**src/common/iucf_defines.svh**
```systemverilog
// constants for the infrared port configuration bank: offsets, fields, resets, divider counts
`ifndef IUCF_DEFINES_SVH
`define IUCF_DEFINES_SVH

// ----------------------------------------------------------------
// banked register indices (byte address is four times the index)
// ----------------------------------------------------------------
`define IUCF_IDX_SELECTOR 3'h3
`define IUCF_IDX_ADV_DIV_LO 3'h0
`define IUCF_IDX_ADV_DIV_HI 3'h1
`define IUCF_IDX_ADV_CTRL_ONE 3'h2
`define IUCF_IDX_ADV_CTRL_TWO 3'h4
`define IUCF_IDX_TX_FILL 3'h6
`define IUCF_IDX_RX_FILL 3'h7
`define IUCF_IDX_VERSION 3'h0
`define IUCF_IDX_MIRROR_IRC 3'h1
`define IUCF_IDX_MIRROR_FIFO 3'h2
`define IUCF_IDX_LEG_DIV_LO 3'h0
`define IUCF_IDX_LEG_DIV_HI 3'h1
`define IUCF_IDX_FIFO_CTRL 3'h2
`define IUCF_IDX_IR_CTRL 3'h4

// ----------------------------------------------------------------
// selector codes, also the constant read back in those sets
// ----------------------------------------------------------------
`define IUCF_SEL_SET_TWO 8'he0
`define IUCF_SEL_SET_THREE 8'he4

// ----------------------------------------------------------------
// field positions, masks and reset values
// ----------------------------------------------------------------
`define IUCF_INHIBIT_BIT 7
`define IUCF_ADV_MODE_BIT 0
`define IUCF_RESERVED6_MASK 8'hbf
`define IUCF_FALLBACK_KEEP 8'h5e
`define IUCF_SIZE_32 2'b01
`define IUCF_RESET_BYTE 8'h00

// ----------------------------------------------------------------
// pre-divider ratios in eighths of a reference cycle, fifo depths
// ----------------------------------------------------------------
`define IUCF_PRE_STEP 7'd8
`define IUCF_PRE_DIV_13 7'd104
`define IUCF_PRE_DIV_1625 7'd13
`define IUCF_PRE_DIV_65 7'd52
`define IUCF_PRE_DIV_1 7'd8
`define IUCF_DEPTH_16 6'd16
`define IUCF_DEPTH_32 6'd32

`endif

```
**src/common/iucf_pkg.sv**
```systemverilog
// types shared by the infrared port configuration bank
package iucf_pkg;

  // ----------------------------------------------------------------
  // register set currently mapped onto the eight offsets
  // ----------------------------------------------------------------
  typedef enum logic [2:0] {
    IUCF_BANK_BASE  = 3'b001,
    IUCF_BANK_TWO   = 3'b010,
    IUCF_BANK_THREE = 3'b100
  } iucf_bank_type;

  // ----------------------------------------------------------------
  // complete state of the configuration block
  // ----------------------------------------------------------------
  typedef struct packed {
    logic [7:0] ctlTwo;
    logic [7:0] ctlOne;
    logic [7:0] advDivLo;
    logic [7:0] advDivHi;
    logic [7:0] legDivLo;
    logic [7:0] legDivHi;
    logic [7:0] fifoCtl;
    logic [7:0] irCtl;
    logic [7:0] bankSel;
    logic [5:0] txFill;
    logic [5:0] rxFill;
    logic [5:0] txDepth;
    logic [5:0] rxDepth;
    logic [6:0] preAcc;
    logic [15:0] baudCnt;
    logic refPrev;
    logic preTick;
    logic baudTick;
    logic fallbackEvt;
    logic pend;
    logic pendWrite;
    logic [2:0] pendIdx;
    logic readyOut;
    logic [7:0] rdata;
  } iucf_state_type;

endpackage : iucf_pkg

```
**src/logic/iucf_config.sv**
```systemverilog
// infrared port configuration bank: set selector, control two, fill counters, version set
`timescale 1ns/1ps
`include "iucf_defines.svh"

module iucf_config
  import iucf_pkg::*;
#(
  parameter logic [7:0] VERSION_ID = 8'h5a // arbitrary value
) (
  input wire logic clk,
  input wire logic rstn,
  input wire logic hsel,
  input wire logic [31:0] haddr,
  input wire logic [1:0] htrans,
  input wire logic hwrite,
  input wire logic [2:0] hsize,
  input wire logic [31:0] hwdata,
  input wire logic hready,
  output logic [31:0] hrdata,
  output logic hreadyout,
  output logic hresp,
  input wire logic refClk,
  input wire logic txLoad,
  input wire logic txDrain,
  input wire logic rxLoad,
  input wire logic rxDrain,
  output logic baudTick,
  output logic advancedMode,
  output logic fallbackInhibit,
  output logic fallbackEvt,
  output logic [5:0] txDepth,
  output logic [5:0] rxDepth
);

  // ----------------------------------------------------------------
  // helpers
  // ----------------------------------------------------------------
  // selector values other than the two set codes map the base set
  function automatic iucf_bank_type bankOf(input logic [7:0] sel);
    if (sel == `IUCF_SEL_SET_TWO) begin
      return IUCF_BANK_TWO;
    end else if (sel == `IUCF_SEL_SET_THREE) begin
      return IUCF_BANK_THREE;
    end
    return IUCF_BANK_BASE;
  endfunction : bankOf

  // saturating fill count; a shrunken depth clamps the count
  function automatic logic [5:0] fillStep(input logic [5:0] fill, input logic load,
                                          input logic drain, input logic [5:0] depth);
    logic [5:0] res;
    res = fill;
    if (load && !drain && fill < depth) begin
      res = fill + 6'd1;
    end else if (drain && !load && fill != 6'd0) begin
      res = fill - 6'd1;
    end
    if (res > depth) begin
      res = depth;
    end
    return res;
  endfunction : fillStep

  // reserved codes fall to 16 bytes so threshold logic stays defined
  function automatic logic [5:0] depthOf(input logic [1:0] code);
    return (code == `IUCF_SIZE_32) ? `IUCF_DEPTH_32 : `IUCF_DEPTH_16;
  endfunction : depthOf

  iucf_state_type st_r;
  iucf_state_type st_nxt;
  logic refEdge;
  logic [6:0] preDiv;
  logic [6:0] preSum;
  logic [15:0] divisor;
  logic [15:0] divEff;
  logic legacyHit;
  logic [7:0] wbyte;
  iucf_bank_type curBank;

  // ----------------------------------------------------------------
  // next state
  // ----------------------------------------------------------------
  always_comb begin
    st_nxt = st_r;
    st_nxt.preTick = 1'b0;
    st_nxt.baudTick = 1'b0;
    st_nxt.fallbackEvt = 1'b0;
    refEdge = refClk & ~st_r.refPrev;
    st_nxt.refPrev = refClk;
    wbyte = hwdata[7:0];
    curBank = bankOf(st_r.bankSel);

    // fractional pre-divider: step eight per reference edge against ratio in eighths
    unique case (st_r.ctlTwo[5:4])
      2'b00: preDiv = `IUCF_PRE_DIV_13;
      2'b01: preDiv = `IUCF_PRE_DIV_1625;
      2'b10: preDiv = `IUCF_PRE_DIV_65;
      2'b11: preDiv = `IUCF_PRE_DIV_1;
    endcase
    preSum = st_r.preAcc + `IUCF_PRE_STEP;
    if (refEdge) begin
      if (preSum >= preDiv) begin
        st_nxt.preAcc = preSum - preDiv;
        st_nxt.preTick = 1'b1;
      end else begin
        st_nxt.preAcc = preSum;
      end
    end

    // baud divisor counts pre-divided ticks; zero acts as one to avoid a stuck counter
    divisor = st_r.ctlOne[`IUCF_ADV_MODE_BIT] ? {st_r.advDivHi, st_r.advDivLo}
                                              : {st_r.legDivHi, st_r.legDivLo};
    divEff = (divisor == 16'h0000) ? 16'h0001 : divisor;
    if (st_r.preTick) begin
      if (st_r.baudCnt >= divEff - 16'h0001) begin
        st_nxt.baudCnt = 16'h0000;
        st_nxt.baudTick = 1'b1;
      end else begin
        st_nxt.baudCnt = st_r.baudCnt + 16'h0001;
      end
    end

    // depths follow the size codes one cycle later
    st_nxt.rxDepth = depthOf(st_r.ctlTwo[3:2]);
    st_nxt.txDepth = depthOf(st_r.ctlTwo[1:0]);
    st_nxt.txFill = fillStep(st_r.txFill, txLoad, txDrain, st_r.txDepth);
    st_nxt.rxFill = fillStep(st_r.rxFill, rxLoad, rxDrain, st_r.rxDepth);

    // bus: one wait state, the access executes in the data phase
    legacyHit = 1'b0;
    if (st_r.pend) begin
      st_nxt.pend = 1'b0;
      st_nxt.readyOut = 1'b1;
      st_nxt.rdata = `IUCF_RESET_BYTE;
      legacyHit = (curBank == IUCF_BANK_BASE) && (st_r.pendIdx <= `IUCF_IDX_LEG_DIV_HI);
      // divisor latch access without inhibit falls back, clearing ctlOne bits 0, 5 and 7
      if (legacyHit && !st_r.ctlTwo[`IUCF_INHIBIT_BIT]) begin
        st_nxt.ctlOne = st_r.ctlOne & `IUCF_FALLBACK_KEEP;
        st_nxt.fallbackEvt = 1'b1;
      end
      if (st_r.pendIdx == `IUCF_IDX_SELECTOR) begin
        if (st_r.pendWrite) begin
          st_nxt.bankSel = wbyte;
        end
        unique case (curBank)
          IUCF_BANK_TWO: st_nxt.rdata = `IUCF_SEL_SET_TWO;
          IUCF_BANK_THREE: st_nxt.rdata = `IUCF_SEL_SET_THREE;
          IUCF_BANK_BASE: st_nxt.rdata = st_r.bankSel;
        endcase
      end else begin
        unique case (curBank)
          IUCF_BANK_TWO: begin
            unique case (st_r.pendIdx)
              `IUCF_IDX_ADV_DIV_LO: begin
                st_nxt.rdata = st_r.advDivLo;
                if (st_r.pendWrite) st_nxt.advDivLo = wbyte;
              end
              `IUCF_IDX_ADV_DIV_HI: begin
                st_nxt.rdata = st_r.advDivHi;
                if (st_r.pendWrite) st_nxt.advDivHi = wbyte;
              end
              `IUCF_IDX_ADV_CTRL_ONE: begin
                st_nxt.rdata = st_r.ctlOne;
                if (st_r.pendWrite) st_nxt.ctlOne = wbyte & `IUCF_RESERVED6_MASK;
              end
              `IUCF_IDX_ADV_CTRL_TWO: begin
                st_nxt.rdata = st_r.ctlTwo;
                if (st_r.pendWrite) st_nxt.ctlTwo = wbyte & `IUCF_RESERVED6_MASK;
              end
              `IUCF_IDX_TX_FILL: st_nxt.rdata = {2'b00, st_r.txFill};
              `IUCF_IDX_RX_FILL: st_nxt.rdata = {2'b00, st_r.rxFill};
              default: st_nxt.rdata = `IUCF_RESET_BYTE;
            endcase
          end
          IUCF_BANK_THREE: begin
            // every offset here is read only; writes are dropped
            unique case (st_r.pendIdx)
              `IUCF_IDX_VERSION: st_nxt.rdata = VERSION_ID;
              `IUCF_IDX_MIRROR_IRC: st_nxt.rdata = st_r.irCtl;
              `IUCF_IDX_MIRROR_FIFO: st_nxt.rdata = st_r.fifoCtl;
              default: st_nxt.rdata = `IUCF_RESET_BYTE;
            endcase
          end
          IUCF_BANK_BASE: begin
            unique case (st_r.pendIdx)
              `IUCF_IDX_LEG_DIV_LO: begin
                st_nxt.rdata = st_r.legDivLo;
                if (st_r.pendWrite) st_nxt.legDivLo = wbyte;
              end
              `IUCF_IDX_LEG_DIV_HI: begin
                st_nxt.rdata = st_r.legDivHi;
                if (st_r.pendWrite) st_nxt.legDivHi = wbyte;
              end
              `IUCF_IDX_FIFO_CTRL: begin
                st_nxt.rdata = st_r.fifoCtl;
                if (st_r.pendWrite) st_nxt.fifoCtl = wbyte;
              end
              `IUCF_IDX_IR_CTRL: begin
                st_nxt.rdata = st_r.irCtl;
                if (st_r.pendWrite) st_nxt.irCtl = wbyte;
              end
              default: st_nxt.rdata = `IUCF_RESET_BYTE;
            endcase
          end
        endcase
      end
    end else if (hsel && hready && htrans[1]) begin
      st_nxt.pend = 1'b1;
      st_nxt.pendWrite = hwrite;
      st_nxt.pendIdx = haddr[4:2];
      st_nxt.readyOut = 1'b0;
    end
  end

  // ----------------------------------------------------------------
  // state register
  // ----------------------------------------------------------------
  always_ff @(posedge clk or negedge rstn) begin
    if (!rstn) begin
      st_r <= '0;
      st_r.rxDepth <= `IUCF_DEPTH_16;
      st_r.txDepth <= `IUCF_DEPTH_16;
      st_r.readyOut <= 1'b1;
    end else begin
      st_r <= st_nxt;
    end
  end

  // outputs straight from the state register, except hresp, which is tied low
  assign hrdata = {24'h000000, st_r.rdata};
  assign hreadyout = st_r.readyOut;
  assign hresp = 1'b0; // always okay
  assign baudTick = st_r.baudTick;
  assign advancedMode = st_r.ctlOne[`IUCF_ADV_MODE_BIT];
  assign fallbackInhibit = st_r.ctlTwo[`IUCF_INHIBIT_BIT];
  assign fallbackEvt = st_r.fallbackEvt;
  assign txDepth = st_r.txDepth;
  assign rxDepth = st_r.rxDepth;

  logic execRead;
  logic execAny;
  assign execRead = st_r.pend && !st_r.pendWrite;
  assign execAny = st_r.pend;
endmodule : iucf_config

```
**config.mk**
```make
export PLATFORM = sky130hd
export DESIGN_NAME = iucf_config
export DESIGN_NICKNAME = d
export VERILOG_FILES = /design/src/common/iucf_pkg.sv /design/src/logic/iucf_config.sv
export VERILOG_INCLUDE_DIRS = /design/src /design/src/common
export SDC_FILE = /design/constraint.sdc
export NUM_CORES = 1
export LEC_CHECK = 0
export ABC_AREA = 1
export BUFFER_PORTS_ARGS = -buffer_cell sky130_fd_sc_hd__buf_2
export CORE_MARGIN = 1
export CORE_UTILIZATION = 45
export CTS_BUF_LIST = sky130_fd_sc_hd__clkbuf_2
export CTS_CLUSTER_DIAMETER = 150
export DETAILED_ROUTE_END_ITERATION = 12
export PLACE_DENSITY = 0.66
export SYNTH_ARGS = -nofsm -noshare
export SYNTH_HDL_FRONTEND = slang
export SYNTH_SLANG_ARGS = --single-unit
export TNS_END_PERCENT = 20
```
**constraint.sdc**
```tcl
create_clock -name clk -period 4.7 [get_ports clk]
set_input_delay 0.705 -clock clk [delete_from_list [all_inputs] [get_ports clk]]
set_output_delay 0.705 -clock clk [all_outputs]
set_load 0.03 [all_outputs]
```
==> results.py, run 1 <==
metrics = {
    "route": {
        "wl_met3_um": 870,
        "wl_per_cell_um": 14.2,
        "highest_layer": "met4",
        "routed_wl_mm": 18.8,
        "vias": 6713,
        "wl_met1_mm": 9.12,
        "firstDrtPassIters": 5,
        "drc": 0,
        "met2WireLength_mm": 8.56,
        "viasPerCell": 5.07,
        "drt_iter0_markers": 462,
        "antenna_left": 0,
    },
    "floorplanning": {
        "core-area_um2": 17300,
        "chipHeight_um": 135,
        "pin_count": 129,
        "row_count": 48,
        "start_util_pct": 46.1,
        "die_w_um": 135,
        "fp.dieArea_um2": 18300,
    },
    "sta": {
        "rsz0062_at_grt": "no",
        "finalWorstSetupSlack_ns": 0.735,
        "finClkSkew_ns": 0.0431,
        "fmax_ghz": 0.252,
        "fin_hold_ws_ns": 0.0127,
        "setup_tns_ns": 0,
        "worst_pin_slew_ns": 0.909,
        "fin_crit_sh_pct": 84.4,
        "relSlewSlack_pct": 39.4,
        "setup_viol": 0,
        "finalMaxSlewViolations": 0,
        "fin_crit_ns": 3.96,
        "hold_violations": 0,
    },
    "placed_design": {
        "pre_cts_ws_ns": 0.777,
        "placedCellCount": 1290,
        "place_area_um2": 8140,
        "port_buffers": 38,
        "hpwlAfterDp_mm": 13.7,
        "gp_congestion": 0.897,
    },
    "cts": {
        "cts.sinks": 127,
        "cts_made_buffers": 17,
        "path_clk_slew_ns": 0.22,
        "postCtsSetupRepairBufs": 0,
        "cts_hold_buf": 0,
        "root_buffer": "clkbuf_2",
        "clock_latency_ns": 0.74,
        "clockBufferDepth": 2,
        "cts_resized": 0,
        "htree_levels": 4,
        "cts_tree": "yes",
    },
    "pwr": {
        "combPwrFrac_pct": 38.3,
        "switching_share_pct": 44.6,
        "finalPower_mw": 3.73,
        "power-per-cell-area_nw_per_um2": 446,
        "seq_power_share_pct": 43.2,
        "p_int_mw": 2.07,
        "p_switching_mw": 1.66,
        "p_clk_share_pct": 18.4,
        "vdd_drop_max_v": 0.000318,
        "p_leak_nw": 4.42,
    },
    "synthesis": {
        "syn_inst": 1058,
        "ys_seq_area_share_pct": 39.9,
        "synth_cell_types": 38,
        "postSynthAreaPerCell_um2": 7.54,
        "ys_seq_elements": 127,
        "syn-cell-area_um2": 7970,
        "yosys_warnings": 0,
    },
    "worst_setup_path": {
        "critPathMaxFanout": 30,
        "cp.required_ns": 5.30,
        "reg2regPathDepth": 23,
        "criticalPathCategory": "flop to flop",
        "worstReg2RegStart": "advancedMode",
        "rr_endpoint": "st_r[22]",
        "end_kind": "flop",
        "crit_arrival_ns": 4.56,
        "start_kind": "flop",
        "r2r_slack_ns": 0.74,
    },
    "grt": {
        "gr-total-overflow": 0,
        "grt_pass1_vias": 6096,
        "grt_start_max_net_pins": 99,
        "grt_pass1_wl_mm": 30.6,
        "antenna_found_initial": 1,
        "grt_usage_pct": 21.7,
    },
    "flow_run": {
        "drv_cap": 0,
    },
    "cells_and_area": {
        "nets": 1206,
        "layout_commonest_cell": "nand2_1",
        "final_util_pct": 48.4,
        "syn2layout_area_growth_pct": 5.10,
        "drive_above_1_share_pct": 10.9,
        "final_cells": 1323,
        "num-fill-cells": 1751,
        "final_cell_mix": "nand2_1, dfrtp_1, inv_1, o21ai_0, nor2_1",
        "fin_area_um2": 8380,
    },
    "run_status": {
        "outcome": "complete, no violations",
    },
    "worst_hold_path": {
        "hp-class": "input port to asynchronous set/reset pin",
    },
}
[Yosys cell counts (all sizes together)]
| library cell | instances | area, µm² |
|---|---|---|
| nand3 | 52 | 270 |
| inv | 134 | 503 |
| a21o | 1 | 7.51 |
| nor3 | 16 | 85.1 |
| nor2 | 71 | 294 |
| nand4 | 19 | 119 |
| nand2 | 300 | 1150 |
| buf | 56 | 408 |
| o211ai | 10 | 75.1 |
| a21oi | 32 | 160 |
| clkbuf | 9 | 35.0 |
| o31ai | 1 | 7.51 |
| nand3b | 1 | 7.51 |
| o21bai | 2 | 15.0 |
| ha | 43 | 538 |
| clkinv | 1 | 3.75 |
| o22ai | 15 | 93.8 |
| dfstp | 3 | 78.8 |
| dfrtp | 124 | 3100 |
| o2111ai | 4 | 35.0 |
| xor2 | 25 | 219 |
| conb | 1 | 3.75 |
| o21ai | 126 | 664 |
| xnor2 | 7 | 61.3 |
| and2 | 2 | 12.5 |
| or2 | 3 | 18.8 |
[power by group through the flow]
stage / Sequential (mW) / Combinational (mW) / Clock [mW]
2_1_floorplan: 1.55 / 1.18 / 0
3_3_place_gp: 1.62 / 1.41 / 0
3_5_place_dp: 1.63 / 1.43 / 0
4_1_cts: 1.61 / 1.43 / 0.702
5_1_grt: 1.65 / 1.63 / 0.747
6_report: 1.62 / 1.43 / 0.688
[registers in the layout, summed over array words and instances, names as in the netlist]
name	flops
rxDepth	2
fallbackEvt	1
st_r	109
hrdata	8
execAny	1
txDepth	2
fallbackInhibit	1
baudTick	1
advancedMode	1
hreadyout	1
[worst max-delay path by stage]
stage	startpoint	end	depth (start not counted)
5_1_grt	advancedMode	st_r[25]	24
3_5_place_dp	advancedMode	st_r[31]	23
4_1_cts	advancedMode	st_r[22]	23
3_3_place_gp	advancedMode	st_r[33]	24
2_1_floorplan	advancedMode	st_r[31]	24
6_report	advancedMode	st_r[22]	23
[per-layer routing]
metal	track usage [%]	up-vias
met1	29.9	3112
met3	4.24	18
met2	34.9	174
met4	5.24	0
met5	0	-
li1	-	3409
[worst max-delay path: stages, from the launching register on]
cell	delay, ns
dfrtp_1	0.41
buf_4	0.23
o21ai_1	0.39
nand2_1	0.15
nor2_1	0.16
nand4_1	0.17
nand2_2	0.13
inv_2	0.05
ha_1	0.21
nand3_2	0.12
inv_2	0.04
nand2_2	0.09
nor2_4	0.04
inv_2	0.05
nor2_1	0.04
xor2_1	0.14
ha_1	0.29
nand4_1	0.12
nor3_1	0.24
nand2_1	0.09
nand3_1	0.13
nand2_1	0.06
inv_1	0.36
nor2_1	0.09
[area by class of cell]
class                           instances  area (µm²)  share of cell area [%]
Antenna cell                            1        2.50                  0.0299
Clock buffer                           17        85.1                    1.02
Clock inverter                         15         149                    1.78
Inverter                              135         507                    6.05
Multi-Input combinational cell        763        3960                    47.3
Sequential cell                       127        3180                    38.0
Tap cell                              225         282                    3.36
Timing Repair Buffer                   40         211                    2.52
[logic make-up after synthesis]
| family | synth area share, % |
|---|---|
| AOI/OAI and AO/OA | 13.3 |
| DFF | 39.9 |
| buffers and inverters | 11.9 |
| and+or+nand+nor | 24.6 |
| adders and majority gates | 6.75 |
| other | 0.0470 |
| xor gates and xnor gates | 3.52 |
(Power assumes the default switching activity.)
==> run 2, diff against run 1 <==
--- a/config.mk
+++ b/config.mk
@@ -6,7 +6,7 @@
 export SDC_FILE = /design/constraint.sdc
 export NUM_CORES = 1
 export LEC_CHECK = 0
-export ABC_AREA = 1
+export ABC_AREA = 0
 export BUFFER_PORTS_ARGS = -buffer_cell sky130_fd_sc_hd__buf_2
 export CORE_MARGIN = 1
 export CORE_UTILIZATION = 45
==> constraint.sdc (replaced) <==
create_clock -name clk -period 4.1 [get_ports clk]
set_input_delay 0.615 -clock clk [delete_from_list [all_inputs] [get_ports clk]]
set_output_delay 0.615 -clock clk [all_outputs]
set_load 0.03 [all_outputs]
==> run 2 against run 1 <==
  * Non-clock buffer count rose by 49
  * Clock power up 18%
  * Die area is 1.6% higher
  * Cell area grew 7.2%
  * Total power is 25% higher
  * Largest power group is now combinational logic
  * Utilization up 3.1 points
  * Synthesized cell count shrank 22%
  * Flip-flop and latch count is the same
  * Count of clock-buffer cells in the layout increased by 5
  * Fmax fell by 1.7%
  * Setup slack worse by 0.67 ns
==> results.py, run 2 <==
metrics = {
    "sta": {
        "fin_crit_sh_pct": 98.4,
        "fmax_ghz": 0.248,
        "setup_viol": 0,
        "fin_crit_ns": 4.03,
        "worst_pin_slew_ns": 0.909,
        "finalMaxSlewViolations": 0,
        "finClkSkew_ns": 0.0423,
        "rsz0062_at_grt": "yes",
        "hold_violations": 0,
        "relSlewSlack_pct": 39.3,
    },
    "route": {
        "firstDrtPassIters": 5,
        "antenna_left": 0,
        "vias": 6273,
        "routed_wl_mm": 18.7,
        "wl_per_cell_um": 16.6,
        "drc": 0,
        "drt_iter0_markers": 499,
        "viasPerCell": 5.56,
    },
    "cells_and_area": {
        "diodes": 0,
        "layout_commonest_cell": "dfrtp_1",
        "syn2layout_area_growth_pct": 10.8,
        "fin_area_um2": 8980,
        "final_cell_mix": "dfrtp_1, nor2_1, nand2_1, mux2_2, buf_4",
        "final_util_pct": 51.6,
        "nets": 1013,
        "drive_above_1_share_pct": 24.2,
        "top_register": "st_r",
        "largest_reg_flops": 109,
    },
    "floorplanning": {
        "pin_count": 129,
        "core-area_um2": 17400,
        "chipHeight_um": 136,
        "start_util_pct": 46.5,
        "row_count": 48,
        "die_w_um": 136,
        "fp.dieArea_um2": 18600,
    },
    "worst_setup_path": {
        "criticalPathCategory": "flop to flop",
        "cp_slowest_cell": "dfrtp_2",
        "crit_arrival_ns": 4.60,
        "critPathBufInv": 4,
        "cp.required_ns": 4.67,
        "crit_chain": "buf_6, buf_4, buf_4, nor3b_1, o221ai_4, nor2_4, a211oi_2, ha_2, o21ai_4, or2_4, nor2_1, xor2_1, mux2i_1, ha_1, nand4_1, o31ai_1, a21oi_1, o21ai_1, buf_4, nor2_4, mux2_4",
        "start_kind": "flop",
        "crit_family": "compound AO/OA/AOI/OAI gates",
        "end_kind": "flop",
        "path_common_cell": "buf_4",
        "slowest_delay_ns": 0.48,
        "critPathMaxFanout": 11,
    },
    "cts": {
        "clockBufferDepth": 2,
        "htree_levels": 4,
        "path_clk_slew_ns": 0.21,
        "cts.sinks": 127,
        "root_buffer": "clkbuf_2",
        "cts_tree": "yes",
        "cts_made_buffers": 17,
        "clock_latency_ns": 0.70,
    },
    "worst_hold_path": {
        "hp-class": "input port to flop",
    },
    "grt": {
        "antenna_found_initial": 0,
        "grt_pass1_vias": 5819,
        "grt_pass1_wl_mm": 30.5,
        "gr-total-overflow": 0,
        "grt_usage_pct": 21.3,
        "grt_start_max_net_pins": 70,
    },
    "synthesis": {
        "yosys_warnings": 0,
        "syn-cell-area_um2": 8110,
        "ys_seq_elements": 127,
        "synthFlopType": "dfrtp_1",
        "synth_commonest_cells": "dfrtp_1, nor2_1, nand2_1",
        "synth_top_cell_by_area": "dfrtp_1",
        "synth_edf_count": 0,
        "synth-async-reset-ratio_pct": 100,
        "syn_inst": 823,
        "ys_top_cells_by_area": "dfrtp_1, mux2_2, ha_1",
        "yosysMostFrequentCell": "dfrtp_1",
        "ys_seq_area_share_pct": 39.3,
        "postSynthAreaPerCell_um2": 9.85,
        "synth_cell_types": 67,
        "synth_top_cell_area_share_pct": 38.3,
    },
    "pwr": {
        "power-per-cell-area_nw_per_um2": 519,
        "p_int_mw": 2.82,
        "p_switching_mw": 1.84,
        "finalPower_mw": 4.66,
        "switching_share_pct": 39.5,
        "combPwrFrac_pct": 46.4,
        "p_leak_nw": 4.18,
        "p_clk_share_pct": 17.4,
        "seq_power_share_pct": 36.2,
        "vdd_drop_max_v": 0.000217,
    },
    "placed_design": {
        "port_buffers": 38,
        "hpwlAfterDp_mm": 13.5,
        "gp_congestion": 0.844,
        "place_area_um2": 8520,
    },
    "flow_run": {
        "drv_cap": 0,
    },
    "run_status": {
        "outcome": "complete, no violations",
    },
}
run 2: per-stage QoR:
step	setup WS, ns	hold slack [ns]	cells	TNS, ns
6_report	0.0652	0.117	1129	0
5_1_grt	-0.126	0.0612	1129	-0.761
4_1_cts	0.00330	0.00419	1125	0
3_5_place_dp	-0.304	0.489	1081	-4.59
3_3_place_gp	-0.279	0.474	1081	-4.32
2_1_floorplan	0.0105	0.319	855	0
run 2: power by group through the flow:
stage | clock network (mW) | registers, mW | logic, mW
3_3_place_gp | 0 | 1.70 | 1.95
5_1_grt | 0.881 | 1.72 | 2.42
3_5_place_dp | 0 | 1.71 | 1.99
4_1_cts | 0.826 | 1.69 | 2.08
2_1_floorplan | 0 | 1.64 | 1.55
6_report | 0.809 | 1.69 | 2.16
run 2: per-layer routing:
layer | vias to the layer above | wire (µm) | GRT usage (%)
met1 | 3119 | 8990 | 30.4
met2 | 138 | 8730 | 33.0
met4 | 0 | 176 | 4.63
li1 | 3000 | - | -
met3 | 16 | 834 | 4.44
met5 | - | 0 | 0
run 2: worst reg2reg max path, delay by kind of cell (launching register included):
family          cells  cell delay (ns)
mux                 2             0.36
fa+ha+maj           2             0.54
xor+xnor            1             0.17
compound gates      6             0.93
flops               1             0.48
buf+inv             4             0.63
simple gates        6             0.79
run 2: final timing paths:
| path | slack, ns | cells past startpoint | to | from |
|---|---|---|---|---|
| max | 0.07 | 21 | st_r[18] | advancedMode |
| min | 0.12 | 3 | st_r[10] | haddr[3] |
| max reg2reg | 0.07 | 21 | st_r[18] | advancedMode |
| min reg2reg | 0.51 | 1 | txDepth[4] | st_r[129] |
| max in group asynchronous | 2.74 | 3 | st_r[20] | rstn |
| min in group asynchronous | 0.47 | 2 | st_r[58] | rstn |
run 2: cells by family (layout without fill, tap and decap cells):
kind of cell	count (synthesis)	after routing	share of synthesized area, %
multiplexers	104	104	14.7
buffers and inverters	107	156	7.24
AO/OA/AOI/OAI	151	151	12.4
XOR/XNOR	35	35	3.78
other	1	33	0.0463
AND/OR/NAND/NOR	255	255	15.9
adder cells (fa/ha/maj)	43	43	6.64
flip-flops	127	127	39.3
run 2: cell type report:
class / count / area (µm²)
Multi-Input combinational cell: 621 / 4560
Timing Repair Buffer: 89 / 596
Tap cell: 225 / 282
Sequential cell: 127 / 3180
Clock buffer: 22 / 110
Inverter: 35 / 131
Fill cell: 1612 / 8440
Clock inverter: 10 / 121
run 2: timing repair:
| item | in CTS | in global routing |
|---|---|---|
| cloned | 0 | 0 |
| hold buffers | 1 | 1 |
| resized for setup | 9 | 16 |
| pin swaps | 7 | 16 |
| setup endpoints to repair | 17 | 17 |
| buffers inserted | 11 | 3 |
| endpoints found under the hold margin | 64 | 1 |
==> run 3, diff against run 2 <==
==> constraint.sdc (replaced) <==
create_clock -name clk -period 4.1 [get_ports clk]
set_input_delay 0.615 -clock clk [delete_from_list [all_inputs] [get_ports clk]]
set_output_delay 0.615 -clock clk [all_outputs]
set_load 0.01 [all_outputs]
==> run 3 against run 2 <==
  * The run now ends with negative setup slack left
  * Sequential share of layout area up 0.60 points
  * Largest power group unchanged
  * Utilization is 0.85 points lower
  * Fmax down 3.4%
  * Cell area decreased by 1.7%
  * Sequential power about the same
  * Critical endpoint unchanged
  * Global-route usage is 0.24 points higher
  * Largest cell class unchanged
  * Hold slack lost 0.0010 ns
  * Flip-flop and latch count did not move
  * Final cell count down 1.1%
==> results.py, run 3 (same netlist as run 2, synthesis figures left out) <==
metrics = {
    "worst_setup_path": {
        "end_kind": "flop",
        "cp_slowest_cell": "or4_4",
        "crit_arrival_ns": 4.77,
        "start_kind": "flop",
        "cp.required_ns": 4.69,
        "crit_chain": "or4_4, a222oi_1, o221ai_1, nor2_2, a211oi_2, ha_2, o21ai_4, or2_4, nor2_1, xor2_1, mux2i_1, ha_1, nand4_1, o31ai_2, a21oi_2, o21ai_2, buf_6, nor2_4, mux2_4",
        "slowest_delay_ns": 0.54,
        "criticalPathCategory": "flop to flop",
        "critPathMaxFanout": 5,
        "r2r_slack_ns": -0.08,
    },
    "cells_and_area": {
        "diodes": 0,
        "syn2layout_area_growth_pct": 8.97,
        "final_cell_mix": "dfrtp_1, nor2_1, nand2_1, mux2_2, ha_1",
        "ff_latch_area_um2": 3180,
        "num-fill-cells": 1639,
        "largest_reg_flops": 109,
        "final_util_pct": 50.7,
        "layout_commonest_cell": "dfrtp_1",
        "multi_input_area_um2": 4520,
        "drive_above_1_share_pct": 22.8,
        "top_register": "st_r",
        "nets": 1003,
    },
    "floorplanning": {
        "core-area_um2": 17400,
        "die_w_um": 136,
        "fp.dieArea_um2": 18600,
        "pin_count": 129,
        "start_util_pct": 46.5,
        "row_count": 48,
        "chipHeight_um": 136,
    },
    "sta": {
        "setup_viol": 15,
        "finClkSkew_ns": 0.0259,
        "fin_hold_ws_ns": 0.116,
        "finalMaxSlewViolations": 0,
        "fin_crit_ns": 4.18,
        "finalWorstSetupSlack_ns": -0.0773,
        "fmax_ghz": 0.239,
        "worst_pin_slew_ns": 0.993,
        "fin_crit_sh_pct": 102,
        "relSlewSlack_pct": 33.5,
        "rsz0062_at_grt": "yes",
        "hold_violations": 0,
    },
    "grt": {
        "grt_start_max_net_pins": 77,
        "antenna_found_initial": 0,
        "grt_pass1_wl_mm": 30.6,
        "grt_pass1_vias": 5871,
        "grt_usage_pct": 21.5,
        "gr-total-overflow": 0,
    },
    "pwr": {
        "p_leak_nw": 4.10,
        "vdd_drop_max_v": 0.000273,
        "power-per-cell-area_nw_per_um2": 504,
    },
    "route": {
        "vias": 6243,
        "drc": 0,
        "drt_iter0_markers": 487,
        "firstDrtPassIters": 7,
        "wl_per_cell_um": 16.8,
        "viasPerCell": 5.59,
        "antenna_left": 0,
        "routed_wl_mm": 18.8,
    },
    "cts": {
        "clock_latency_ns": 0.70,
        "clockBufferDepth": 2,
        "cts_made_buffers": 17,
        "cts.sinks": 127,
        "root_buffer": "clkbuf_2",
        "path_clk_slew_ns": 0.18,
        "cts_tree": "yes",
        "htree_levels": 4,
    },
    "run_status": {
        "violations": "negative setup slack",
        "outcome": "finished, violations left",
    },
    "worst_hold_path": {
        "hp-class": "input port to flop",
    },
    "flow_run": {
        "drv_cap": 0,
    },
    "placed_design": {
        "port_buffers": 38,
        "hpwlAfterDp_mm": 13.4,
        "gp_congestion": 0.838,
    },
}
==> run 3: power by group <==
group | total, mW | leakage [nW] | switching (mW) | internal [mW]
Sequential | 1.69 | 1.62 | 0.239 | 1.46
Combinational | 2.03 | 2.36 | 1.06 | 0.969
Clock | 0.725 | 0.125 | 0.461 | 0.263
Total | 4.45 | 4.10 | 1.76 | 2.69
==> run 3: final timing paths <==
path	from	to	cells after the start
worst max-delay path	advancedMode	st_r[18]	19
max in group asynchronous	rstn	advancedMode	3
worst min register to register	hreadyout	hreadyout	2
min in group asynchronous	rstn	st_r[73]	2
worst min-delay path	haddr[2]	st_r[9]	3
worst max register to register	advancedMode	st_r[18]	19
==> run 3: area by class of cell <==
cell class                 instances  share of cell area, %
multi-input combinational        621                   51.2
sequential                       127                   36.0
timing repair buffer              79                   5.85
tap                              225                   3.19
inverter                          35                   1.49
clock inverter                    11                   1.13
clock buffer                      19                   1.08
==> run 3: repair_timing <==
action	4_1_cts	5_1_grt
gates cloned	0	0
hold endpoints to repair	73	0
gates resized for setup	10	10
pin swaps	10	10
hold buffers	2	0
setup endpoints to repair	17	17
buffers inserted	3	1
==> run 3: through the flow <==
step	std cells	worst slack, ns	TNS [ns]	instance area (µm²)	power [mW]
after global placement	1081	-0.227	-3.42	8520	3.59
after global routing	1117	-0.325	-4.62	8830	4.80
after floorplan	855	0.0279	0	8230	3.13
after detailed placement	1081	-0.330	-4.72	8520	3.64
after CTS	1116	-0.110	-0.663	8790	4.44
final	1117	-0.0773	-0.322	8830	4.45
==> run 3: per-layer routing <==
metal / vias to the layer above / track usage, % / wire length (µm)
met5: - / 0 / 0
met2: 158 / 33.1 / 8630
met4: 0 / 5.62 / 182
met3: 13 / 4.70 / 819
li1: 2976 / - / -
met1: 3096 / 30.5 / 9180
==> run 3: critical path: cells and delay by family, from the launching register on <==
family                   cells  cell delay [ns]
AND/OR/NAND/NOR              6             1.15
flip-flops                   1             0.47
AO/OA/AOI/OAI                7             1.30
XOR/XNOR                     1             0.12
adder cells (fa/ha/maj)      2             0.52
buffers and inverters        1             0.14
multiplexers                 2             0.36
